<file path="config.mk">
export PLATFORM = sky130hd
export DESIGN_NAME = ccu_capture_compare_unit
export DESIGN_NICKNAME = d
export VERILOG_FILES = /design/src/inc/ccu_pkg.sv /design/src/core/ccu_capture_compare_unit.sv /design/src/core/ccu_edge_sync.sv
export SDC_FILE = /design/constraint.sdc
export NUM_CORES = 1
export LEC_CHECK = 0
export BUFFER_PORTS_ARGS = -buffer_cell sky130_fd_sc_hd__buf_2
export CELL_PAD_IN_SITES_DETAIL_PLACEMENT = 0
export CELL_PAD_IN_SITES_GLOBAL_PLACEMENT = 1
export CORE_MARGIN = 4
export CORE_UTILIZATION = 37
export DETAILED_ROUTE_END_ITERATION = 16
export PLACE_DENSITY_LB_ADDON = 0.1
export SETUP_SLACK_MARGIN = 0.1
export SLEW_MARGIN = 25
export SYNTH_ARGS = -nofsm -noshare
export SYNTH_HDL_FRONTEND = slang
export SYNTH_SLANG_ARGS = --single-unit
</file>
<file path="constraint.sdc">
create_clock -name clk_sys -period 4.28 [get_ports clk_sys]
set_clock_uncertainty 0.15 [all_clocks]
set_input_delay 0.642 -clock clk_sys [delete_from_list [all_inputs] [get_ports clk_sys]]
set_output_delay 0.642 -clock clk_sys [all_outputs]
set_load 0.01 [all_outputs]
</file>
<file path="src/inc/ccu_pkg.sv">
// Package with mode codes, widths and reset values of the capture/compare unit.
package ccu_pkg;
   // ======================================================
   // Widths.
   localparam int MODE_W = 4;
   localparam int TIMER_W = 16;
   localparam int PRESC_W = 4;

   // ======================================================
   // Default mode codes, overridable in the top module.
   localparam logic [3:0] MODE_OFF = 4'h0;
   localparam logic [3:0] MODE_CAP_FALL = 4'h4;
   localparam logic [3:0] MODE_CAP_RISE = 4'h5;
   localparam logic [3:0] MODE_CAP_RISE4 = 4'h6;
   localparam logic [3:0] MODE_CAP_RISE16 = 4'h7;
   localparam logic [3:0] MODE_CMP_HIGH = 4'h8;
   localparam logic [3:0] MODE_CMP_LOW = 4'h9;
   localparam logic [3:0] MODE_CMP_KEEP = 4'ha;

   // ======================================================
   // Prescaler terminal counts and reset values.
   localparam logic [3:0] PRESC_LAST4 = 4'h3;
   localparam logic [3:0] PRESC_LAST16 = 4'hf;
   localparam logic [3:0] PRESC_ZERO = 4'h0;
   localparam logic [15:0] VALUE_RESET = 16'h0000;

   // Decoded operating class of the mode field.
   typedef enum logic [3:0] {
      OP_OFF, OP_CAP_FALL, OP_CAP_RISE, OP_CAP_RISE4, OP_CAP_RISE16,
      OP_CMP_HIGH, OP_CMP_LOW, OP_CMP_KEEP
   } ccu_op_t;
endpackage

</file>
<file path="src/core/ccu_capture_compare_unit.sv">
// Capture/compare unit: edge prescaler, 16-bit capture and 16-bit match against the timer pair.
// Contract
// - Four capture prescaler choices are selected by the 4-bit mode field.
// - Prescaler counter is held at zero when off or not in capture mode.
// - Every reset clears the prescaler counter.
// - Direct change between capture prescalers may raise a spurious flag.
// - Direct change between capture prescalers leaves the counter unchanged.
// - In compare mode the match register is compared with the timer every clock.
// - On match the pin goes high, low or stays, per mode field.
// - The interrupt flag is set in the same cycle as the match pin action.
// - In capture mode a selected pin event copies the timer into the value register.
// - Events: every falling, every rising, every fourth or sixteenth rising edge.
// - Each capture sets the flag; only software or reset clears it; captures overwrite.
`timescale 1ns/10ps
module ccu_capture_compare_unit #(
   parameter logic [3:0] CODE_OFF = ccu_pkg::MODE_OFF,
   parameter logic [3:0] CODE_CAP_FALL = ccu_pkg::MODE_CAP_FALL,
   parameter logic [3:0] CODE_CAP_RISE = ccu_pkg::MODE_CAP_RISE,
   parameter logic [3:0] CODE_CAP_RISE4 = ccu_pkg::MODE_CAP_RISE4,
   parameter logic [3:0] CODE_CAP_RISE16 = ccu_pkg::MODE_CAP_RISE16,
   parameter logic [3:0] CODE_CMP_HIGH = ccu_pkg::MODE_CMP_HIGH,
   parameter logic [3:0] CODE_CMP_LOW = ccu_pkg::MODE_CMP_LOW,
   parameter logic [3:0] CODE_CMP_KEEP = ccu_pkg::MODE_CMP_KEEP
) (
   input wire logic clk_sys,
   input wire logic reset,
   input wire logic [ccu_pkg::MODE_W-1:0] ccpModeField,
   input wire logic [ccu_pkg::TIMER_W-1:0] timerPair16,
   input wire logic matchWrEn,
   input wire logic [ccu_pkg::TIMER_W-1:0] matchWrData,
   input wire logic irqFlagClr,
   input wire logic ccpPinIn,
   output logic ccpPinOut,
   output logic ccpPinOe,
   output logic [ccu_pkg::TIMER_W-1:0] ccpValueReg,
   output logic ccpIrqFlag
);
   import ccu_pkg::*;

   // ======================================================
   // Elaboration check on the decode table: two equal codes would make one mode unreachable.
   localparam int N_CODES = 8;

   // True when any two entries of the packed code list are equal.
   function automatic logic codesClash(input logic [N_CODES*MODE_W-1:0] codes);
      logic clash;
      clash = 1'b0;
      for (int i = 0; i < N_CODES; i++) begin
         for (int j = i + 1; j < N_CODES; j++) begin
            if (codes[i*MODE_W +: MODE_W] == codes[j*MODE_W +: MODE_W]) begin
               clash = 1'b1;
            end
         end
      end
      return clash;
   endfunction

   if (codesClash({CODE_OFF, CODE_CAP_FALL, CODE_CAP_RISE, CODE_CAP_RISE4, CODE_CAP_RISE16,
                   CODE_CMP_HIGH, CODE_CMP_LOW, CODE_CMP_KEEP})) begin : g_codeClash
      $error("ccu: mode codes must be distinct");
   end

   // ======================================================
   // Mode decode. Codes not in the table behave as off.
   function automatic ccu_op_t decodeMode(input logic [MODE_W-1:0] m);
      ccu_op_t op;
      op = OP_OFF;
      if (m == CODE_CAP_FALL) op = OP_CAP_FALL;
      else if (m == CODE_CAP_RISE) op = OP_CAP_RISE;
      else if (m == CODE_CAP_RISE4) op = OP_CAP_RISE4;
      else if (m == CODE_CAP_RISE16) op = OP_CAP_RISE16;
      else if (m == CODE_CMP_HIGH) op = OP_CMP_HIGH;
      else if (m == CODE_CMP_LOW) op = OP_CMP_LOW;
      else if (m == CODE_CMP_KEEP) op = OP_CMP_KEEP;
      return op;
   endfunction

   ccu_op_t opNow;
   logic isCapture;
   logic isCompare;
   logic riseEvt;
   logic fallEvt;
   logic capEvt;
   logic matchHit;
   logic [PRESC_W-1:0] presc_q, presc_d;
   logic [TIMER_W-1:0] value_q, value_d;
   logic pin_q, pin_d;
   logic oe_q, oe_d;
   logic flag_q, flag_d;

   assign opNow = decodeMode(ccpModeField);
   assign isCapture = (opNow == OP_CAP_FALL) || (opNow == OP_CAP_RISE) ||
                      (opNow == OP_CAP_RISE4) || (opNow == OP_CAP_RISE16);
   assign isCompare = (opNow == OP_CMP_HIGH) || (opNow == OP_CMP_LOW) || (opNow == OP_CMP_KEEP);

   // ======================================================
   // Pin synchroniser and edge detection.
   ccu_edge_sync u_sync (
      .clk_sys(clk_sys),
      .reset(reset),
      .pinIn(ccpPinIn),
      .riseEvt(riseEvt),
      .fallEvt(fallEvt)
   );

   // ======================================================
   // Capture event selection and prescaler. The counter is not cleared on a
   // direct prescaler change, so the first capture may come early; software
   // avoids that by writing off first.
   always_comb begin
      capEvt = 1'b0;
      presc_d = presc_q;
      case (opNow)
         OP_CAP_FALL: begin
            capEvt = fallEvt;
         end
         OP_CAP_RISE: begin
            capEvt = riseEvt;
         end
         OP_CAP_RISE4: begin
            if (riseEvt) begin
               capEvt = (presc_q[1:0] == PRESC_LAST4[1:0]);
               presc_d = presc_q + 4'h1;
            end
         end
         OP_CAP_RISE16: begin
            if (riseEvt) begin
               capEvt = (presc_q == PRESC_LAST16);
               presc_d = presc_q + 4'h1;
            end
         end
         default: begin
            presc_d = PRESC_ZERO;
         end
      endcase
   end

   // ======================================================
   // Compare match, continuously evaluated every clock.
   assign matchHit = isCompare && (timerPair16 == value_q);

   // Value register, pin driver and interrupt flag next values.
   always_comb begin
      value_d = value_q;
      pin_d = pin_q;
      oe_d = isCompare;
      flag_d = flag_q;
      if (irqFlagClr) begin
         flag_d = 1'b0;
      end
      if (matchWrEn) begin
         value_d = matchWrData;
      end
      if (capEvt) begin
         value_d = timerPair16;
         flag_d = 1'b1;
      end
      if (matchHit) begin
         flag_d = 1'b1;
         case (opNow)
            OP_CMP_HIGH: pin_d = 1'b1;
            OP_CMP_LOW: pin_d = 1'b0;
            default: pin_d = pin_q;
         endcase
      end
   end

   // Registers; reset clears counter, value, pin, enable and flag; the mode field input is not reset.
   always_ff @(posedge clk_sys) begin
      if (reset) begin
         presc_q <= PRESC_ZERO;
         value_q <= VALUE_RESET;
         pin_q <= 1'b0;
         oe_q <= 1'b0;
         flag_q <= 1'b0;
      end else begin
         presc_q <= presc_d;
         value_q <= value_d;
         pin_q <= pin_d;
         oe_q <= oe_d;
         flag_q <= flag_d;
      end
   end

   assign ccpPinOut = pin_q;
   assign ccpPinOe = oe_q;
   assign ccpValueReg = value_q;
   assign ccpIrqFlag = flag_q;

   // ======================================================
   // Checks.
   presc_idle_a: assert property (@(posedge clk_sys) disable iff (reset)
      !isCapture |=> presc_q == PRESC_ZERO) else $error("prescaler not cleared outside capture");
   presc_reset_a: assert property (@(posedge clk_sys) reset |=> presc_q == PRESC_ZERO)
      else $error("prescaler not cleared by reset");
   presc_keep_a: assert property (@(posedge clk_sys) disable iff (reset)
      isCapture && !riseEvt |=> presc_q == $past(presc_q)) else $error("prescaler moved without edge");
   cap_copy_a: assert property (@(posedge clk_sys) disable iff (reset)
      capEvt |=> ccpValueReg == $past(timerPair16)) else $error("capture value wrong");
   cap_flag_a: assert property (@(posedge clk_sys) disable iff (reset)
      capEvt |=> ccpIrqFlag) else $error("capture did not set flag");
   div16_a: assert property (@(posedge clk_sys) disable iff (reset)
      opNow == OP_CAP_RISE16 && riseEvt && presc_q != PRESC_LAST16 |-> !capEvt) else $error("early capture");
   fall_only_a: assert property (@(posedge clk_sys) disable iff (reset)
      opNow == OP_CAP_FALL |-> capEvt == fallEvt) else $error("falling capture wrong");
   match_high_a: assert property (@(posedge clk_sys) disable iff (reset)
      matchHit && opNow == OP_CMP_HIGH |=> ccpPinOut && ccpPinOe) else $error("pin not driven high");
   match_low_a: assert property (@(posedge clk_sys) disable iff (reset)
      matchHit && opNow == OP_CMP_LOW |=> !ccpPinOut) else $error("pin not driven low");
   match_keep_a: assert property (@(posedge clk_sys) disable iff (reset)
      matchHit && opNow == OP_CMP_KEEP |=> ccpPinOut == $past(ccpPinOut)) else $error("pin changed");
   match_flag_a: assert property (@(posedge clk_sys) disable iff (reset)
      matchHit |=> ccpIrqFlag) else $error("match did not set flag");
   compare_live_a: assert property (@(posedge clk_sys) disable iff (reset)
      isCompare && timerPair16 == ccpValueReg |-> matchHit) else $error("match missed");
endmodule

</file>
<file path="src/core/ccu_edge_sync.sv">
// Two-stage synchroniser and edge detector for the capture/compare pin.
`timescale 1ns/10ps
module ccu_edge_sync (
   input wire logic clk_sys,
   input wire logic reset,
   input wire logic pinIn,
   output logic riseEvt,
   output logic fallEvt
);
   logic meta_q, meta_d;
   logic sync_q, sync_d;
   logic prev_q, prev_d;

   // Next values; the first stage feeds only the second stage.
   always_comb begin
      meta_d = pinIn;
      sync_d = meta_q;
      prev_d = sync_q;
   end

   // Registers of the synchroniser chain.
   always_ff @(posedge clk_sys) begin
      if (reset) begin
         meta_q <= 1'b0;
         sync_q <= 1'b0;
         prev_q <= 1'b0;
      end else begin
         meta_q <= meta_d;
         sync_q <= sync_d;
         prev_q <= prev_d;
      end
   end

   // Edges are seen one to two cycles after the pin moves.
   assign riseEvt = sync_q & ~prev_q;
   assign fallEvt = ~sync_q & prev_q;
endmodule

</file>
==> results.sh, run 1 <==
export IMPL_status="finished clean"
export IMPL_ys_seq_area_frac=0.374
export IMPL_post_synth_top_area_fraction=0.374
export IMPL_crit_required_ns=4.32
export IMPL_rsz0062_at_grt="no"
export IMPL_synth_area_leaders="dfxtp_1, a211oi_2, mux2i_1"
export IMPL_drc=0
export IMPL_total_leakage_power_nw=0.758
export IMPL_clock_sinks=26
export IMPL_final_period_utilization=0.500
export IMPL_whs_path_depth=1
export IMPL_fp_dieW_um=69.3
export IMPL_ys_ff_latch=26
export IMPL_grt_usage=0.129
export IMPL_initial_core_util=0.383
export IMPL_antenna_cells=0
export IMPL_io_pins=60
export IMPL_routed_via_density=4.85
export IMPL_hold_buffers=0
export IMPL_rrSetupSlack_ns=2.18
export IMPL_clk_pin_slew_ns=0.08
export IMPL_switching_share=0.254
export IMPL_hold_violations=0
export IMPL_ys_types=26
export IMPL_final_nets=237
export IMPL_mostFrequentLayoutCell="buf_2"
export IMPL_yosys_area_top_type="dfxtp_1"
export IMPL_overflow=0
export IMPL_syn_area_mm2=0.00139
export IMPL_end_kind="register"
export IMPL_p_switching_mw=0.124
export IMPL_ys_warn_count=0
export IMPL_dp_cells=238
export IMPL_wl_per_cell_um=12.6
export IMPL_vias=1170
export IMPL_io_buffers=59
export IMPL_grt_pass1_wl_um=5220
export IMPL_power_per_cell_area_mw_per_mm2=279
export IMPL_syn_to_final_growth_pct=25.6
export IMPL_internal_power_mw=0.364
export IMPL_dieArea_mm2=0.00480
export IMPL_drive_above_1_share=0.415
export IMPL_die_h_um=69.3
export IMPL_dr_pass1_iters=4
export IMPL_combPwrFrac=0.186
export IMPL_path_max_fanout=33
export IMPL_cts_buffers_inserted=3
export IMPL_finalMaxSlewViolations=0
export IMPL_r2r_cells=6
export IMPL_grt_max_degree=34
export IMPL_drv_cap=0
export IMPL_worstPathArrival_ns=2.18
export IMPL_synth_fp_nets=180
export IMPL_setup_tns_ns=0
export IMPL_start_kind="input port"
export IMPL_setup_worst_path_class="input port to register"
export IMPL_min_period_ns=2.14
export IMPL_min_from="u_sync.meta_q"
export IMPL_place_congestion=0.734
export IMPL_mostFrequentLayoutCells="buf_2, dfxtp_1, nor2_1"
export IMPL_dp_hpwl_um=2400
export IMPL_power_frac_seq=0.537
export IMPL_core_area_mm2=0.00363
export IMPL_ir_worst_vdd_uv=203
export IMPL_max_freq_mhz=467
export IMPL_hp_class="register to register"
export IMPL_synth_area_per_cell_um2=10.1
export IMPL_htreeDepth=1
export IMPL_max_slew_margin=0.346
export IMPL_rows=22
export IMPL_p_clk_frac=0.277
export IMPL_antenna_found_initial=0
export IMPL_antenna_left=0
export IMPL_worst_pin_slew_ns=0.977
export IMPL_cts_setup_buffers=0
export IMPL_cts_resized=0
export IMPL_clockRootBuffer="clkbuf_8"
export IMPL_final_cells=241
export IMPL_synth_cells=138
export IMPL_grt_pass1_vias=1165
export IMPL_drt_iter0_markers=29
export IMPL_r2r_end="ccpValueReg[12]"
export IMPL_finalSetupViolCount=0
export IMPL_worstSkewPairLatency_ns=0.26
export IMPL_cts_tree="yes"
export IMPL_min_to="u_sync.prev_d"
export IMPL_routed_wl_um=3030
export IMPL_cts_buffer_depth=2
export IMPL_rr_startpoint="presc_q[0]"
## cells in the mapped netlist, drive strengths merged
cell	n
a211oi	17
a21oi	2
a31oi	2
and4	1
buf	6
clkbuf	1
dfxtp	26
ha	1
mux2i	17
nand2	4
nand2b	2
nand3	2
nand3b	2
nand4	3
nand4b	1
nor2	20
nor2b	6
nor3	3
o21ai	2
or3	1
or3b	1
xnor2	15
xor2	3
## stage by stage
stage	setup WS [ns]	instance area [µm²]	util	hold WS (ns)	power, mW
6_report	2.14	1750	0.480	0.302	0.488
5_1_grt	1.97	1750	0.480	0.320	0.520
4_1_cts	2.13	1750	0.480	0.308	0.498
3_5_place_dp	1.84	1700	0.469	0.287	0.360
3_3_place_gp	1.91	1700	0.469	0.269	0.358
2_1_floorplan	2.28	1390	-	0.264	0.321
## how the worst max path moves through the flow
stage	startpoint	endpoint	slack, ns	cells after the start
2_1_floorplan	ccpModeField[0]	ccpValueReg[0]	2.28	6
3_3_place_gp	ccpModeField[3]	ccpValueReg[3]	1.91	6
3_5_place_dp	ccpModeField[2]	ccpValueReg[8]	1.84	6
4_1_cts	ccpModeField[2]	ccpValueReg[8]	2.13	6
5_1_grt	ccpModeField[3]	ccpValueReg[6]	1.97	6
6_report	ccpModeField[2]	ccpValueReg[12]	2.14	6
## cell families (layout without fill, tap and decap cells)
logic type | Yosys count | count (layout) | synth area share
AND/OR/NAND/NOR | 46 | 46 | 0.167
flip-flops | 26 | 26 | 0.374
AO/OA/AOI/OAI | 23 | 23 | 0.179
XOR/XNOR | 18 | 18 | 0.113
multiplexers | 17 | 17 | 0.122
buffers and inverters | 7 | 62 | 0.0351
adder cells (fa/ha/maj) | 1 | 1 | 0.00900
## per-layer routing
| metal | part of all wire | track usage | up-vias | routed length (µm) |
|---|---|---|---|---|
| met4 | 0 | 0.0195 | 0 | 0 |
| met1 | 0.43 | 0.151 | 533 | 1320 |
| met2 | 0.48 | 0.226 | 40 | 1450 |
| met5 | 0 | 0 | - | 0 |
| li1 | - | - | 597 | - |
| met3 | 0.088 | 0.0493 | 0 | 267 |
## sequential cells by signal, indices dropped and copies added, names as in the netlist
| signal | count |
|---|---|
| ccpValueReg | 16 |
| presc_q | 4 |
| ccpIrqFlag | 1 |
| ccpPinOe | 1 |
| ccpPinOut | 1 |
| u_sync.meta_q | 1 |
| u_sync.prev_d | 1 |
| u_sync.prev_q | 1 |
## power by group through the flow
stage / registers (mW) / logic [mW] / clock network, mW
6_report: 0.262 / 0.0908 / 0.135
5_1_grt: 0.264 / 0.0994 / 0.156
4_1_cts: 0.262 / 0.0925 / 0.144
3_5_place_dp: 0.268 / 0.0923 / 0
3_3_place_gp: 0.267 / 0.0910 / 0
2_1_floorplan: 0.272 / 0.0491 / 0
## area by class of cell
class,instances,area (µm²)
multi-input combinational,105,828
fill,372,1890
clock buffer,3,41.3
sequential,26,520
timing repair buffer,59,295
tap,48,60.1
## worst max-delay path, cell delays in order
cell	delay [ns]
buf_2	0.10
nor2b_1	0.20
a211oi_2	0.09
o21ai_4	0.78
nor2_1	0.13
a211oi_2	0.22
No activity file was read; power rests on OpenSTA's default activity.
==> run 2, diff against run 1 <==
--- a/config.mk
+++ b/config.mk
@@ -9,7 +9,7 @@
 export CELL_PAD_IN_SITES_DETAIL_PLACEMENT = 0
 export CELL_PAD_IN_SITES_GLOBAL_PLACEMENT = 1
 export CORE_MARGIN = 4
-export CORE_UTILIZATION = 37
+export CORE_UTILIZATION = 34
 export DETAILED_ROUTE_END_ITERATION = 16
 export PLACE_DENSITY_LB_ADDON = 0.1
 export SETUP_SLACK_MARGIN = 0.1
==> constraint.sdc (replaced) <==
create_clock -name clk_sys -period 2.2 [get_ports clk_sys]
set_clock_uncertainty 0.15 [all_clocks]
set_input_delay 0.33 -clock clk_sys [delete_from_list [all_inputs] [get_ports clk_sys]]
set_output_delay 0.33 -clock clk_sys [all_outputs]
set_load 0.01 [all_outputs]
==> run 2 against run 1 <==
  * First-iteration DRC count is 14% higher
  * Cell count is 1.2% higher
  * Wire length is 11% higher
  * Via count increased by 1.8%
  * Global-route usage increased by 0.73 points
  * Critical path type is now register to register
  * Largest cell class unchanged
==> results.sh, run 2 (same netlist as run 1, synthesis figures left out) <==
export IMPL_min_period_ns=1.91
export IMPL_finalMaxSlewViolations=0
export IMPL_vias=1191
export IMPL_cts_tree="yes"
export IMPL_power_per_cell_area_mw_per_mm2=563
export IMPL_final_fill_count=399
export IMPL_dp_hpwl_um=2490
export IMPL_cts_buffer_depth=2
export IMPL_rsz0062_at_grt="no"
export IMPL_dieArea_mm2=0.00518
export IMPL_overflow=0
export IMPL_status="finished clean"
export IMPL_dr_wl_met3_um=224
export IMPL_drive_above_1_share=0.423
export IMPL_finalSetupViolCount=0
export IMPL_hold_violations=0
export IMPL_top_layer_used="met4"
export IMPL_io_pins=60
export IMPL_total_leakage_power_nw=0.771
export IMPL_final_nets=239
export IMPL_dp_cells=239
export IMPL_wl_met2_um=1610
export IMPL_final_period_utilization=0.868
export IMPL_antenna_left=0
export IMPL_io_buffers=59
export IMPL_cts_buffers_inserted=3
export IMPL_htreeDepth=1
export IMPL_worst_pin_slew_ns=0.674
export IMPL_max_slew_margin=0.549
export IMPL_die_h_um=71.9
export IMPL_dr_pass1_iters=4
export IMPL_ir_worst_vdd_uv=274
export IMPL_grt_usage=0.136
export IMPL_final_cells=244
export IMPL_grt_max_degree=18
export IMPL_hold_buffers=0
export IMPL_drc=0
export IMPL_core_area_mm2=0.00380
export IMPL_drv_cap=0
export IMPL_routed_via_density=4.88
export IMPL_syn_to_final_growth_pct=28.8
export IMPL_grt_pass1_vias=1222
export IMPL_worstPathArrival_ns=1.90
export IMPL_largest_reg_flops=16
export IMPL_mostFrequentLayoutCells="buf_2, dfxtp_1, nor2_1"
export IMPL_routed_wl_um=3360
export IMPL_grt_pass1_wl_um=5570
export IMPL_crit_required_ns=2.19
export IMPL_start_kind="register"
export IMPL_clockRootBuffer="clkbuf_8"
export IMPL_path_max_fanout=17
export IMPL_rows=22
export IMPL_hp_class="input port to register"
export IMPL_drt_iter0_markers=33
export IMPL_met1_length_um=1480
export IMPL_fp_dieW_um=71.9
export IMPL_cts_setup_buffers=0
export IMPL_end_kind="register"
export IMPL_place_congestion=0.717
export IMPL_worstSkewPairLatency_ns=0.27
export IMPL_setup_worst_path_class="register to register"
export IMPL_clock_sinks=26
export IMPL_max_freq_mhz=524
export IMPL_clk_pin_slew_ns=0.09
export IMPL_wl_per_cell_um=13.8
export IMPL_antenna_cells=0
export IMPL_initial_core_util=0.366
export IMPL_antenna_found_initial=0
export IMPL_setup_tns_ns=0
export IMPL_mostFrequentLayoutCell="buf_2"
run 2: final timing paths:
kind	from	to	slack (ns)	cells after the start
max	u_sync.prev_q	ccpValueReg[12]	0.29	5
max reg2reg	u_sync.prev_q	ccpValueReg[12]	0.29	5
min reg2reg	u_sync.meta_q	u_sync.prev_d	0.29	1
min	ccpPinIn	u_sync.meta_q	0.12	2
run 2: timing repair:
| action | 4_1_cts | 5_1_grt |
|---|---|---|
| pin swaps | 0 | 0 |
| cloned | 1 | 0 |
| gates resized for setup | 1 | 1 |
| endpoints found under the setup margin | 16 | 1 |
run 2: power by group:
part	internal, mW	switching, mW	leakage, nW
sequential	0.492	0.0178	0.213
combinational	0.0951	0.0864	0.529
clock	0.160	0.156	0.0288
run 2: final cells by class:
type / instances / area (µm²) / share of cell area
clock buffers: 4 / 55.1 / 0.0307
multi-input cells: 106 / 852 / 0.476
well taps: 48 / 60.1 / 0.0335
flip-flops and latches: 26 / 520 / 0.291
repair buffers: 60 / 303 / 0.169
run 2: through the flow:
step	power [mW]	setup slack, ns	cell area, µm²	hold slack, ns	utilization
after global routing	1.06	0.161	1790	0.146	0.471
after detailed placement	0.702	0.0818	1710	0.276	0.451
after floorplan	0.624	0.507	1390	0.252	-
after CTS	1.02	0.225	1780	0.111	0.469
after global placement	0.699	0.139	1710	0.274	0.451
final	1.01	0.291	1790	0.117	0.471
run 2: critical path, stage by stage (launching register included):
cell and delay [ns]:
dfxtp_1 0.37, or3b_1 0.41, a211oi_4 0.38, o21ai_4 0.21, nor2_1 0.19, a211oi_2 0.06
run 2: metal layers:
metal  global-route usage  up-vias
li1                     -      603
met1                0.170      548
met2                0.232       35
met3               0.0263        5
met4               0.0501        0
met5                    0        -
==> run 3, diff against run 2 <==
--- a/config.mk
+++ b/config.mk
@@ -5,11 +5,13 @@
 export SDC_FILE = /design/constraint.sdc
 export NUM_CORES = 1
 export LEC_CHECK = 0
+export ABC_AREA = 1
 export BUFFER_PORTS_ARGS = -buffer_cell sky130_fd_sc_hd__buf_2
 export CELL_PAD_IN_SITES_DETAIL_PLACEMENT = 0
 export CELL_PAD_IN_SITES_GLOBAL_PLACEMENT = 1
 export CORE_MARGIN = 4
 export CORE_UTILIZATION = 34
+export CTS_BUF_LIST = sky130_fd_sc_hd__clkbuf_2
 export DETAILED_ROUTE_END_ITERATION = 16
 export PLACE_DENSITY_LB_ADDON = 0.1
 export SETUP_SLACK_MARGIN = 0.1
==> run 3 against run 2 <==
  * Flip-flop and latch count stayed put
  * Maximum frequency is 0.17% higher
  * Register-to-register slack hardly changed
  * Global-route usage is 1.9 points higher
  * Critical path type unchanged
  * Largest power group unchanged
==> results.sh, run 3 <==
export IMPL_wl_per_cell_um=10.9
export IMPL_synth_xor_area_share=0.0525
export IMPL_async_reset_ff_frac=0
export IMPL_cts_tree="yes"
export IMPL_ys_warn_count=0
export IMPL_overflow=0
export IMPL_hold_buffers=1
export IMPL_synth_area_per_cell_um2=5.86
export IMPL_synth_adder_area_share=0.00750
export IMPL_max_slew_margin=0.772
export IMPL_grt_pass1_wl_um=7450
export IMPL_cts_resized=0
export IMPL_ys_flop_type="dfxtp_1"
export IMPL_worst_pin_slew_ns=0.342
export IMPL_finalSetupViolCount=0
export IMPL_hold_violations=0
export IMPL_dr_pass1_iters=4
export IMPL_dpl_instance_area_mm2=0.00203
export IMPL_end_kind="register"
export IMPL_rows=25
export IMPL_ys_types=25
export IMPL_ys_seq_area_frac=0.312
export IMPL_io_buffers=59
export IMPL_htreeDepth=1
export IMPL_clockRootBuffer="clkbuf_2"
export IMPL_fp_dieW_um=78.1
export IMPL_path_max_fanout=18
export IMPL_cts_setup_buffers=0
export IMPL_cts_buffer_depth=2
export IMPL_mostFrequentLayoutCells="nand2_1, nor2_1, buf_2"
export IMPL_dieArea_mm2=0.00609
export IMPL_status="finished clean"
export IMPL_ys_ff_latch=26
export IMPL_drv_cap=0
export IMPL_synthMuxAreaShare=0
export IMPL_final_nets=388
export IMPL_worstSkewPairLatency_ns=0.38
export IMPL_routed_wl_um=4470
export IMPL_synth_simple_gate_area_frac=0.448
export IMPL_synth_most_common_cell="nand2_1"
export IMPL_largest_reg_flops=16
export IMPL_grt_usage=0.154
export IMPL_core_area_mm2=0.00475
export IMPL_clock_sinks=26
export IMPL_grt_max_degree=19
export IMPL_hp_class="input port to register"
export IMPL_drc=0
export IMPL_synth_area_leaders="dfxtp_1, nand2_1, nor2_1"
export IMPL_initial_core_util=0.351
export IMPL_min_period_ns=1.91
export IMPL_dp_cells=407
export IMPL_syn_to_final_growth_pct=24.8
export IMPL_die_h_um=78.1
export IMPL_max_freq_mhz=525
export IMPL_drt_iter0_markers=42
export IMPL_routed_via_density=4.15
export IMPL_grt_pass1_vias=1593
export IMPL_antenna_cells=0
export IMPL_place_congestion=0.790
export IMPL_dp_hpwl_um=3330
export IMPL_post_synth_top_area_fraction=0.312
export IMPL_finalMaxSlewViolations=0
export IMPL_yosys_area_top_type="dfxtp_1"
export IMPL_cts_buffers_inserted=3
export IMPL_worstPathArrival_ns=2.04
export IMPL_clk_pin_slew_ns=0.29
export IMPL_fin_total_pwr_mw=1.04
export IMPL_power_per_cell_area_mw_per_mm2=501
export IMPL_final_area_mm2=0.00208
export IMPL_antenna_left=0
export IMPL_final_cells=412
export IMPL_setup_tns_ns=0
export IMPL_synth_fp_nets=327
export IMPL_synth_cells=285
export IMPL_drive_above_1_share=0.217
export IMPL_synth_edf_count=0
export IMPL_synth_compound_area_frac=0.0292
export IMPL_start_kind="register"
export IMPL_synth_top_family_by_area="simple AND/OR/NAND/NOR gates"
export IMPL_syn_area_mm2=0.00167
export IMPL_vias=1709
export IMPL_total_leakage_power_nw=1.26
export IMPL_final_period_utilization=0.866
export IMPL_antenna_found_initial=0
export IMPL_rsz0062_at_grt="no"
export IMPL_setup_worst_path_class="register to register"
export IMPL_mostFrequentLayoutCell="nand2_1"
export IMPL_yosys_top_cells_count="nand2_1, nor2_1, inv_1, dfxtp_1, nand3_1"
export IMPL_ir_worst_vdd_uv=216
export IMPL_io_pins=60
export IMPL_crit_required_ns=2.33
## run 3: layout make-up
type,count,area [µm²]
Sequential cell,26,520
Tap cell,67,83.8
Clock inverter,1,30.0
Fill cell,561,2670
Inverter,54,203
Clock buffer,3,15.0
Multi-Input combinational cell,197,896
Timing Repair Buffer,64,335
## run 3: worst max-delay path, stage by stage (launching register included)
cell      delay, ns
dfxtp_1        0.45
ha_1           0.20
inv_1          0.05
nand2_1        0.09
nand3b_4       0.09
o21ai_4        0.18
nand2_4        0.17
nand2_4        0.22
nor2_1         0.06
nor2_1         0.09
nor2_1         0.04
## run 3: path summary, 6_finish.rpt
kind | slack, ns | endpoint | startpoint | cells after the start
hold reg to reg | 0.27 | u_sync.prev_d | u_sync.meta_q | 2
hold / removal | 0.05 | ccpIrqFlag | irqFlagClr | 4
setup reg to reg | 0.29 | ccpValueReg[6] | presc_q[0] | 10
setup / recovery | 0.29 | ccpValueReg[6] | presc_q[0] | 10
## run 3: metrics by stage
stage,worst slack [ns],util,hold slack [ns]
after floorplan,0.461,-,0.238
after global placement,0.375,0.427,0.243
after detailed placement,0.327,0.427,0.245
after CTS,0.284,0.438,0.0282
after global routing,0.126,0.438,0.0169
final,0.295,0.438,0.0547
## run 3: power breakdown
group | internal, mW | switching (mW)
clock | 0.156 | 0.160
combinational | 0.0925 | 0.128
sequential | 0.493 | 0.0145
## run 3: logic make-up (layout without fill, tap and decap cells)
kind of cell             Yosys count  count (layout)
adder cells (fa/ha/maj)            1               1
AO/OA/AOI/OAI                      7               7
XOR/XNOR                          10              10
flip-flops                        26              26
buffers and inverters             62             122
AND/OR/NAND/NOR                  179             179
## run 3: per-layer routing
metal | wire (µm) | track usage | vias to the layer above
met1 | 2230 | 0.207 | 719
met2 | 2030 | 0.256 | 35
met3 | 191 | 0.0264 | 2
met4 | 24 | 0.0420 | 0
met5 | 0 | 0 | -
li1 | - | - | 953
